==> config.mk <==
export PLATFORM = sky130hd
export DESIGN_NAME = oec_clkout
export DESIGN_NICKNAME = d
export VERILOG_FILES = /design/src/oec_pkg.sv /design/src/oec_clkout.sv
export VERILOG_INCLUDE_DIRS = /design/src /design/src/src
export SDC_FILE = /design/constraint.sdc
export NUM_CORES = 1
export LEC_CHECK = 0
export BUFFER_PORTS_ARGS = -buffer_cell sky130_fd_sc_hd__buf_4
export CORE_MARGIN = 4
export CORE_UTILIZATION = 50
export CTS_CLUSTER_SIZE = 40
export DETAILED_ROUTE_END_ITERATION = 10
export GPL_TIMING_DRIVEN = 0
export PLACE_DENSITY = 0.8
export SLEW_MARGIN = 20
export SYNTH_ARGS = -nofsm -noshare
export SYNTH_HDL_FRONTEND = slang
export SYNTH_SLANG_ARGS = --single-unit
==> constraint.sdc <==
create_clock -name pclk -period 2.6 [get_ports pclk]
set_input_delay 0.52 -clock pclk [delete_from_list [all_inputs] [get_ports pclk]]
set_output_delay 0.52 -clock pclk [all_outputs]
set_load 0.01 [all_outputs]
==> src/oec_defs.svh <==
//******************************************************************
// oscillator enable and clock out: constants
//******************************************************************
// Purpose: offsets, field positions, reset values and codes of the block
// Assumes: apb byte address is four times the register index
// Notes:   included by oec_clkout.sv and by the bench
//
// Overview of operation
// internal high-speed enable resets to 1; clearing refused while it feeds system clock
// low-speed enable resets to 0; clearing refused while it feeds system clock
// software picks the low-speed source before it sets the low-speed enable
// crystal enable resets to 0; clearing refused while it feeds system clock
// channel a divides its source by two to the power of bits 6..4
// channel a bits 3..2 pick internal, low-speed or crystal; code 3 gives nothing
// channel a enable at bit 0 drives the divided clock out; 0 stops it
// channel b divides its source by two to the power of bits 6..4
// channel b bits 3..2 pick internal, low-speed or crystal; code 3 gives nothing
// channel b bit 0 is a read/write output enable that resets to 0
// bits 7 and 1 of both channel registers always read as zero
// channel b enable at 1 drives its divided clock out; 0 stops it
// outputs switch only while low, so no runt pulses; pin low when disabled; at ratio codes 0 and 1 the first high after a switch can be short
`ifndef OEC_DEFS_SVH
`define OEC_DEFS_SVH

// register indices, byte address is index times four
`define OEC_IDX_OSC_CTL   16'h5061
`define OEC_IDX_OUT_A     16'h5064
`define OEC_IDX_OUT_B     16'h5065

// oscillator enable register fields
`define OEC_HSI_BIT       2
`define OEC_LS_BIT        1
`define OEC_HSX_BIT       0
`define OEC_OSC_CTL_RST   3'h4

// clock out register fields
`define OEC_DIV_MSB       6
`define OEC_DIV_LSB       4
`define OEC_SRC_MSB       3
`define OEC_SRC_LSB       2
`define OEC_EN_BIT        0
`define OEC_OUT_RST       6'h00

// source codes, shared with the system clock source input
`define OEC_SRC_HSI       2'h0
`define OEC_SRC_LS        2'h1
`define OEC_SRC_HSX       2'h2

// divider width and the top ratio code
`define OEC_CNT_W         7
`define OEC_DIV_MAX       3'h7

`endif

==> src/oec_pkg.sv <==
//******************************************************************
// oscillator enable and clock out: types
//******************************************************************
// Purpose: packed carriers for the register contents
// Assumes: nothing
// Notes:   constants live in oec_defs.svh
package oec_pkg;

   typedef struct packed {
      logic hsi;
      logic ls;
      logic hsx;
   } oec_osc_en_t;

   typedef struct packed {
      logic [2:0] div;
      logic [1:0] src;
      logic       en;
   } oec_chan_cfg_t;

   typedef enum logic [1:0] {
      OEC_SEL_OSC,
      OEC_SEL_OUT_A,
      OEC_SEL_OUT_B,
      OEC_SEL_NONE
   } oec_sel_t;

endpackage

==> src/oec_clkout.sv <==
//******************************************************************
// oscillator enable and clock out: apb slave and two dividers
//******************************************************************
// Purpose: oscillator enables and two divided clock outputs
// Assumes: oscillator inputs are synchronous to pclk and slower than pclk/2
// Notes:   every output comes from a flip-flop
//
// Chosen here: the APB register port.
`timescale 1ns/1ps
`include "oec_defs.svh"

module oec_clkout (
   // clock and reset
   input  wire logic        pclk,
   input  wire logic        presetn,
   // apb slave
   input  wire logic        psel,
   input  wire logic        penable,
   input  wire logic        pwrite,
   input  wire logic [31:0] paddr,
   input  wire logic [31:0] pwdata,
   output logic      [31:0] prdata,
   output logic             pready,
   output logic             pslverr,
   // oscillators and system clock source
   input  wire logic        hs_internal_osc,
   input  wire logic        low_speed_osc,
   input  wire logic        hs_crystal_osc,
   input  wire logic [1:0]  system_clock_source,
   // oscillator enables
   output logic             hs_internal_osc_enable,
   output logic             low_speed_osc_enable,
   output logic             hs_crystal_osc_enable,
   // clock out pins
   output logic             clock_out_a,
   output logic             clock_out_b
);

   //******************************************************************
   // helpers
   //******************************************************************
   function automatic oec_pkg::oec_sel_t decode(input logic [31:0] addr);
      if (addr == {14'h0000, `OEC_IDX_OSC_CTL, 2'b00}) begin
         decode = oec_pkg::OEC_SEL_OSC;
      end else if (addr == {14'h0000, `OEC_IDX_OUT_A, 2'b00}) begin
         decode = oec_pkg::OEC_SEL_OUT_A;
      end else if (addr == {14'h0000, `OEC_IDX_OUT_B, 2'b00}) begin
         decode = oec_pkg::OEC_SEL_OUT_B;
      end else begin
         decode = oec_pkg::OEC_SEL_NONE;
      end
   endfunction

   function automatic logic osc_pick(input logic [1:0] src, input logic hsi,
                                     input logic ls, input logic hsx);
      // reserved code gives a quiet source, never garbage
      case (src)
         `OEC_SRC_HSI: osc_pick = hsi;
         `OEC_SRC_LS:  osc_pick = ls;
         `OEC_SRC_HSX: osc_pick = hsx;
         default:      osc_pick = 1'b0;
      endcase
   endfunction

   function automatic oec_pkg::oec_chan_cfg_t chan_wr(input logic [31:0] d);
      chan_wr.div = d[`OEC_DIV_MSB:`OEC_DIV_LSB];
      chan_wr.src = d[`OEC_SRC_MSB:`OEC_SRC_LSB];
      chan_wr.en  = d[`OEC_EN_BIT];
   endfunction

   function automatic logic [31:0] chan_rd(input oec_pkg::oec_chan_cfg_t c);
      chan_rd = {24'h000000, 1'b0, c.div, c.src, 1'b0, c.en};
   endfunction

   //******************************************************************
   // state
   //******************************************************************
   oec_pkg::oec_osc_en_t   osc_en;
   oec_pkg::oec_osc_en_t   next_osc_en;
   oec_pkg::oec_chan_cfg_t cfg      [2];
   oec_pkg::oec_chan_cfg_t next_cfg [2];
   oec_pkg::oec_chan_cfg_t act      [2];
   oec_pkg::oec_chan_cfg_t next_act [2];
   logic [`OEC_CNT_W-1:0]  cnt      [2];
   logic [`OEC_CNT_W-1:0]  next_cnt [2];
   logic                   smp      [2];
   logic                   next_smp [2];
   logic                   prv      [2];
   logic                   next_prv [2];
   logic                   out      [2];
   logic                   next_out [2];
   logic [31:0]            next_prdata;
   logic                   next_pready;
   logic                   next_pslverr;
   oec_pkg::oec_sel_t      sel;
   logic                   commit;
   logic                   rise     [2];

   //******************************************************************
   // apb slave and register writes
   //******************************************************************
   always_comb begin
      sel          = decode(paddr);
      next_pready  = psel & penable & ~pready;
      next_pslverr = psel & penable & ~pready & (sel == oec_pkg::OEC_SEL_NONE);
      commit       = psel & penable & pready & pwrite & ~pslverr;
      next_prdata  = 32'h00000000;
      if (psel & penable & ~pready & ~pwrite) begin
         // reserved bits read zero
         if (sel == oec_pkg::OEC_SEL_OSC) begin
            next_prdata = {29'h00000000, osc_en};
         end else if (sel == oec_pkg::OEC_SEL_OUT_A) begin
            next_prdata = chan_rd(cfg[0]);
         end else if (sel == oec_pkg::OEC_SEL_OUT_B) begin
            next_prdata = chan_rd(cfg[1]);
         end
      end
      next_osc_en = osc_en;
      next_cfg[0] = cfg[0];
      next_cfg[1] = cfg[1];
      if (commit && sel == oec_pkg::OEC_SEL_OSC) begin
         // internal stop refused
         next_osc_en.hsi = pwdata[`OEC_HSI_BIT]
                           | (osc_en.hsi & (system_clock_source == `OEC_SRC_HSI));
         // low-speed stop refused
         next_osc_en.ls  = pwdata[`OEC_LS_BIT]
                           | (osc_en.ls & (system_clock_source == `OEC_SRC_LS));
         // crystal stop refused
         next_osc_en.hsx = pwdata[`OEC_HSX_BIT]
                           | (osc_en.hsx & (system_clock_source == `OEC_SRC_HSX));
      end
      if (commit && sel == oec_pkg::OEC_SEL_OUT_A) begin
         next_cfg[0] = chan_wr(pwdata);
      end
      // channel b enable writable
      if (commit && sel == oec_pkg::OEC_SEL_OUT_B) begin
         next_cfg[1] = chan_wr(pwdata);
      end
   end

   always_ff @(posedge pclk or negedge presetn) begin
      if (!presetn) begin
         prdata  <= 32'h00000000;
         pready  <= 1'b0;
         pslverr <= 1'b0;
         // internal runs from reset
         osc_en  <= `OEC_OSC_CTL_RST;
         cfg[0]  <= `OEC_OUT_RST;
         cfg[1]  <= `OEC_OUT_RST;
      end else begin
         prdata  <= next_prdata;
         pready  <= next_pready;
         pslverr <= next_pslverr;
         osc_en  <= next_osc_en;
         cfg[0]  <= next_cfg[0];
         cfg[1]  <= next_cfg[1];
      end
   end

   assign hs_internal_osc_enable = osc_en.hsi;
   assign low_speed_osc_enable   = osc_en.ls;
   assign hs_crystal_osc_enable  = osc_en.hsx;

   //******************************************************************
   // clock out dividers
   //******************************************************************
   // new settings wait for a low output; a trade of a little latency for clean pins
   always_comb begin
      for (int i = 0; i < 2; i++) begin
         // source pick
         next_smp[i] = osc_pick(act[i].src, hs_internal_osc, low_speed_osc, hs_crystal_osc);
         next_prv[i] = smp[i];
         rise[i]     = smp[i] & ~prv[i];
         next_act[i] = act[i];
         next_cnt[i] = cnt[i];
         next_out[i] = 1'b0;
         // switch only while low
         if (!out[i] && act[i] != cfg[i]) begin
            next_act[i] = cfg[i];
            next_cnt[i] = '0;
         end else if (act[i].en) begin
            if (rise[i]) begin
               next_cnt[i] = cnt[i] + 7'h01;
            end
            // power of two ratio
            if (act[i].div == 3'h0) begin
               next_out[i] = smp[i];
            end else begin
               next_out[i] = next_cnt[i][act[i].div - 3'h1];
            end
         end
      end
   end

   always_ff @(posedge pclk or negedge presetn) begin
      if (!presetn) begin
         for (int i = 0; i < 2; i++) begin
            act[i] <= `OEC_OUT_RST;
            cnt[i] <= '0;
            smp[i] <= 1'b0;
            prv[i] <= 1'b0;
            out[i] <= 1'b0;
         end
      end else begin
         for (int i = 0; i < 2; i++) begin
            act[i] <= next_act[i];
            cnt[i] <= next_cnt[i];
            smp[i] <= next_smp[i];
            prv[i] <= next_prv[i];
            out[i] <= next_out[i];
         end
      end
   end

   // pins follow enabled dividers
   assign clock_out_a = out[0];
   assign clock_out_b = out[1];
endmodule

==> results of run 1 <==
worst paths after layout:
check | start | end | cells past startpoint
worst min register to register | next_prv[1]$_DFF_PN0_ | prv[1]$_DFF_PN0_ | 0
worst max-delay path | act[9]$_DFFE_PN0P_ | clock_out_a$_DFF_PN0_ | 8
min in group pclk | next_prv[1]$_DFF_PN0_ | prv[1]$_DFF_PN0_ | 0
max in group asynchronous | presetn | act[6]$_DFFE_PN0P_ | 1
worst max register to register | act[9]$_DFFE_PN0P_ | clock_out_a$_DFF_PN0_ | 8
worst min-delay path | presetn | cnt[3]$_DFFE_PN0P_ | 1
metrics by stage:
stage | hold WS (ns) | power, mW | instances | setup WS (ns)
finish | 0.246 | 1.59 | 480 | 0.395
global route | 0.303 | 1.66 | 480 | 0.214
CTS | 0.277 | 1.61 | 480 | 0.399
detailed placement | 0.398 | 1.05 | 472 | 0.345
global placement | 0.389 | 1.04 | 472 | 0.417
floorplan | 0.224 | 0.962 | 336 | 0.609
worst max-delay path, delay by kind of cell (launching register included):
kind | cells | cell delay [ns]
and+or+nand+nor | 1 | 0.12
buffers and inverters | 2 | 0.29
AOI/OAI and AO/OA | 3 | 0.59
muxes | 1 | 0.33
adders and majority gates | 1 | 0.30
DFF | 1 | 0.47
sequential cells by signal, indices dropped and copies added, names as in the netlist:
register	count
act	12
cfg	12
clock_out_a	1
clock_out_b	1
cnt	14
hs_crystal_osc_enable	1
hs_internal_osc_enable	1
low_speed_osc_enable	1
next_prv	2
prdata	7
pready	1
prv	2
pslverr	1
kinds of logic (layout without fill, tap and decap cells):
logic type	after synthesis	count (layout)	share of synthesized area
adder cells (fa/ha/maj)	6	6	0.0233
AND/OR/NAND/NOR	103	103	0.172
buffers and inverters	44	113	0.0854
other	1	25	0.00116
multiplexers	36	36	0.123
AO/OA/AOI/OAI	36	36	0.0765
XOR/XNOR	30	30	0.0839
flip-flops	56	56	0.435
power groups by stage:
stage               registers [mW]  logic [mW]  clock network, mW
floorplan                    0.896      0.0656                  0
global placement             0.896       0.148                  0
detailed placement           0.896       0.151                  0
CTS                          0.879       0.151              0.577
global route                 0.880       0.166              0.615
finish                       0.879       0.151              0.563
per-layer routing:
metal  share of wire  vias up
met5               0        -
met4           0.015        0
met3           0.089       11
li1                -     1224
met2            0.47      109
met1            0.43     1173
area by class of cell:
type	count	area, sq um
fill	507	2120
multi-input combinational	236	1630
sequential	56	1400
timing repair buffer	61	458
buffer	36	245
tap	75	93.8
clock buffer	6	72.6
clock inverter	2	35.0
inverter	8	30.0
placed cells by master, fill, tap and decap left out, types with 5 or more instances in the layout:
| cell type | synthesis | routed |
|---|---|---|
| xnor2_1 | 7 | 7 |
| buf_4 | 26 | 87 |
| xor2_1 | 22 | 22 |
| inv_1 | 8 | 8 |
| nand4_1 | 8 | 8 |
| clkbuf_1 | 4 | 5 |
| nand2_1 | 20 | 20 |
| nor2b_1 | 7 | 7 |
| clkbuf_8 | 0 | 5 |
| o21ai_0 | 11 | 11 |
| conb_1 | 1 | 25 |
| nand3_1 | 8 | 8 |
| mux2i_1 | 8 | 8 |
| mux2_2 | 22 | 22 |
| a21oi_1 | 7 | 7 |
| nor4b_1 | 5 | 5 |
| mux2_1 | 6 | 6 |
| dfrtp_1 | 55 | 55 |
| nor2_1 | 28 | 28 |
| ha_1 | 6 | 6 |
==> flow_metrics.env, run 1 <==
export IMPL_combPwrFrac=0.095
export IMPL_synth_most_common_cell="dfrtp_1"
export IMPL_finalSetupViolCount=0
export IMPL_clock_latency_ns=0.31
export IMPL_netlist_instances=312
export IMPL_cts_tree="done"
export IMPL_drtPass1Iterations=4
export IMPL_ys_ff_latch=56
export IMPL_cts_buffer_depth=2
export IMPL_rsz0062_at_grt="no"
export IMPL_die_x_microns=88.3
export IMPL_via_per_inst=5.24
export IMPL_critPathSlowestCell="dfrtp_1"
export IMPL_synth_top_area_share=0.427
export IMPL_max_cap_viol_count=0
export IMPL_relSlewSlack=0.421
export IMPL_irDropWorstVdd_mv=0.212
export IMPL_antenna_found_initial=0
export IMPL_cts_hold_buf=0
export IMPL_hp_class="input pin to asynchronous set/reset pin"
export IMPL_grt_use_met3=0.0447
export IMPL_portBuffers=61
export IMPL_crit_chain="inv_1 > ha_1 > clkbuf_2 > nor2_1 > mux2_2 > o311ai_0 > a221oi_1 > a2111oi_2"
export IMPL_rrSetupSlack_ns=0.39
export IMPL_worstPathRequired_ns=2.80
export IMPL_critPathMaxFanout=10
export IMPL_drt_iter0_markers=116
export IMPL_p_seq_frac=0.551
export IMPL_cts_resized=0
export IMPL_fin_nets=484
export IMPL_yosysTopAreaCell="dfrtp_1"
export IMPL_grt_use_total=0.187
export IMPL_gp_congestion=0.882
export IMPL_synth_main_ff_cell="dfrtp_1"
export IMPL_finalCritPeriodShare=0.848
export IMPL_clk_pin_slew_ns=0.10
export IMPL_synth_async_reset_ratio=1.00
export IMPL_grt_pass1_vias=2506
export IMPL_ys_types=55
export IMPL_power_density_nw_per_um2=401
export IMPL_vias=2517
export IMPL_cts_setup_buffers=0
export IMPL_path_class="register to register"
export IMPL_drt_total_wl_microns=6800
export IMPL_clkPwrFrac=0.354
export IMPL_fmax_mhz=453
export IMPL_cp_end_kind="register"
export IMPL_overflow=0
export IMPL_timing_final_crit_period_ns=2.21
export IMPL_area_delta_synth_final_pct=23.3
export IMPL_cts_buffers=5
export IMPL_syn_avg_cell_area_sq_um=10.3
export IMPL_ys_warn_count=0
export IMPL_synth_top_cells_by_count="dfrtp_1 (55), nor2_1 (28), buf_4 (26)"
export IMPL_p_leak_nw=2.04
export IMPL_cts_sinks=56
export IMPL_worst_pin_slew_ns=0.864
export IMPL_crit_path_max_incr_delay_ns=0.47
export IMPL_busiest_layer="met2"
export IMPL_use_met2=0.320
export IMPL_hpwl_microns=5290
export IMPL_drive_gt1_frac=0.319
export IMPL_grt_max_degree=57
export IMPL_htree_levels=2
export IMPL_met1_usage=0.238
export IMPL_fin_skew_ns=0.00785
export IMPL_finalHoldViolCount=0
export IMPL_seq_area_frac_synth=0.435
export IMPL_rows=28
export IMPL_place_area_sq_um=3860
export IMPL_status="completed"
export IMPL_internal_power_mw=1.24
export IMPL_die_h_microns=88.3
export IMPL_die_area_sq_um=7790
export IMPL_cp_arrival_ns=2.40
export IMPL_grt_first_pass_wirelength_microns=11400
export IMPL_finish_utilization=0.651
export IMPL_start_util=0.529
export IMPL_p_sw_frac=0.219
export IMPL_route_antenna_remaining_nets=0
export IMPL_n_antenna_cell=0
export IMPL_start_kind="register"
export IMPL_drc=0
export IMPL_cts_root_buf="clkbuf_8"
export IMPL_synth_edff_count=0
export IMPL_p_switching_mw=0.349
export IMPL_drv_slew=0
export IMPL_final_area_sq_um=3970
export IMPL_ios=113
export IMPL_wire_per_inst_microns=14.2
export IMPL_synthTopCellsByArea="dfrtp_1 (43%), mux2_2 (7.7%), buf_4 (6.1%)"
export IMPL_synth_area_sq_um=3220
export IMPL_fp_coreArea_sq_um=6100
export IMPL_setup_tns_final_ns=0
(Power assumes the default switching activity.)
==> run 2, diff against run 1 <==
- clock period: 2.6 -> 2.1 ns (I/O delays scaled with it)
==> run 2 against run 1 <==
Clock power grew 24%. Worst setup slack lost 0.25 ns. Count of clock-buffer cells in the layout is the same. Worst hold slack lost 0.098 ns. Final cell count is the same. First-iteration DRC count grew 28%. Sequential cell count is the same. Register-to-register slack lost 0.25 ns. Power grew 24%. Combinational power grew 24%. Highest routed layer unchanged.
==> flow_metrics.env, run 2 (synthesized netlist as in run 1, its figures left out) <==
export IMPL_critPathSlowestCell="nor4_1"
export IMPL_cts_root_buf="clkbuf_8"
export IMPL_overflow=0
export IMPL_p_total_mw=1.97
export IMPL_n_antenna_cell=0
export IMPL_clock_latency_ns=0.31
export IMPL_dp_slack_ns=-0.0790
export IMPL_most_common_layout_cells="buf_4 (89), dfrtp_1 (54), nor2_1 (28)"
export IMPL_hold_ws_ns=0.147
export IMPL_start_util=0.529
export IMPL_finalSetupViolCount=0
export IMPL_cts_buffers=5
export IMPL_p_leak_nw=2.04
export IMPL_largestRegisters="cnt: 14 flops, act: 12 flops, cfg: 12 flops"
export IMPL_worstPathRequired_ns=2.30
export IMPL_setup_ws_ns=0.142
export IMPL_portBuffers=61
export IMPL_finalCritPeriodShare=0.932
export IMPL_crit_buf_inv=1
export IMPL_fmax_mhz=511
export IMPL_drc=0
export IMPL_rows=28
export IMPL_final_area_sq_um=3990
export IMPL_hpwl_microns=5290
export IMPL_worst_pin_slew_ns=0.707
export IMPL_fin_nets=484
export IMPL_vias=2521
export IMPL_via_per_inst=5.25
export IMPL_cts_sinks=56
export IMPL_path_class="register to register"
export IMPL_drt_total_wl_microns=6880
export IMPL_place_area_sq_um=3860
export IMPL_irDropWorstVdd_mv=0.263
export IMPL_route_antenna_remaining_nets=0
export IMPL_drtPass1Iterations=4
export IMPL_crit_chain="clkbuf_1 > xor2_1 > nor4_1 > a31oi_2 > a2111oi_2"
export IMPL_cts_buffer_depth=2
export IMPL_multi_input_area_sq_um=1650
export IMPL_area_delta_synth_final_pct=24.0
export IMPL_timing_final_crit_period_ns=1.96
export IMPL_drv_slew=0
export IMPL_grt_first_pass_wirelength_microns=11500
export IMPL_cp_end_kind="register"
export IMPL_start_kind="register"
export IMPL_max_cap_viol_count=0
export IMPL_relSlewSlack=0.529
export IMPL_seqCellArea_sq_um=1400
export IMPL_crit_path_max_incr_delay_ns=0.44
export IMPL_top_register="cnt"
export IMPL_largest_reg_flops=14
export IMPL_fp_coreArea_sq_um=6100
export IMPL_ios=113
export IMPL_cp_arrival_ns=2.16
export IMPL_drt_iter0_markers=148
export IMPL_status="completed"
export IMPL_finalHoldViolCount=0
export IMPL_grt_pass1_vias=2510
export IMPL_fillers=507
export IMPL_drive_gt1_frac=0.331
export IMPL_die_area_sq_um=7790
export IMPL_gp_congestion=0.882
export IMPL_wire_per_inst_microns=14.3
export IMPL_final_common_cell="buf_4"
export IMPL_cts_hold_buf=0
export IMPL_hp_class="input pin to asynchronous set/reset pin"
export IMPL_critPathMaxFanout=8
export IMPL_power_density_nw_per_um2=494
export IMPL_die_x_microns=88.3
export IMPL_grt_max_degree=57
export IMPL_antenna_found_initial=0
export IMPL_cp_top_family="compound AO/OA/AOI/OAI gates"
export IMPL_clk_pin_slew_ns=0.10
export IMPL_cts_tree="done"
export IMPL_htree_levels=2
export IMPL_grt_use_total=0.188
export IMPL_fin_skew_ns=0.00847
export IMPL_die_h_microns=88.3
-- run 2: repair_timing --
action / 4_1_cts / 5_1_grt
setup buffers: 1 / 1
pin swaps: 0 / 3
gates cloned: 0 / 0
hold endpoints to repair: 0 / 0
setup endpoints to repair: 2 / 2
resized for setup: 1 / 4
-- run 2: layer usage --
layer	vias to the layer above	share of wire	global-route usage
met2	97	0.47	0.322
li1	1222	-	-
met5	-	0	0
met3	10	0.080	0.0447
met1	1192	0.44	0.238
met4	0	0.014	0.0508
-- run 2: through the flow --
step           setup TNS (ns)  std cells   util
2_1_floorplan               0        336      -
3_5_place_dp           -0.347        472  0.634
3_3_place_gp          -0.0307        472  0.634
6_report                    0        480  0.655
5_1_grt               -0.0408        480  0.655
4_1_cts                     0        480  0.652
-- run 2: cell type report --
type	count	share of cell area
Clock inverter	2	0.00877
Inverter	8	0.00752
Tap cell	75	0.0235
Buffer	34	0.0592
Clock buffer	6	0.0182
Sequential cell	56	0.352
Timing Repair Buffer	63	0.118
Multi-Input combinational cell	236	0.413
-- run 2: power by group --
group          switching, mW  internal, mW
Sequential           0.00448          1.08
Combinational         0.0851         0.102
Clock                  0.344         0.355
Total                  0.434          1.54
-- run 2: final timing paths --
check / from / end / slack, ns / depth (start not counted)
max: act[11]$_DFFE_PN0P_ / clock_out_a$_DFF_PN0_ / 0.14 / 5
min: presetn / cnt[5]$_DFFE_PN0P_ / 0.15 / 1
max reg2reg: act[11]$_DFFE_PN0P_ / clock_out_a$_DFF_PN0_ / 0.14 / 5
min reg2reg: next_prv[1]$_DFF_PN0_ / prv[1]$_DFF_PN0_ / 0.42 / 0
max in group asynchronous: presetn / act[9]$_DFFE_PN0P_ / 1.44 / 1
min in group pclk: pwdata[3] / cfg[8]$_DFFE_PN0P_ / 0.34 / 2
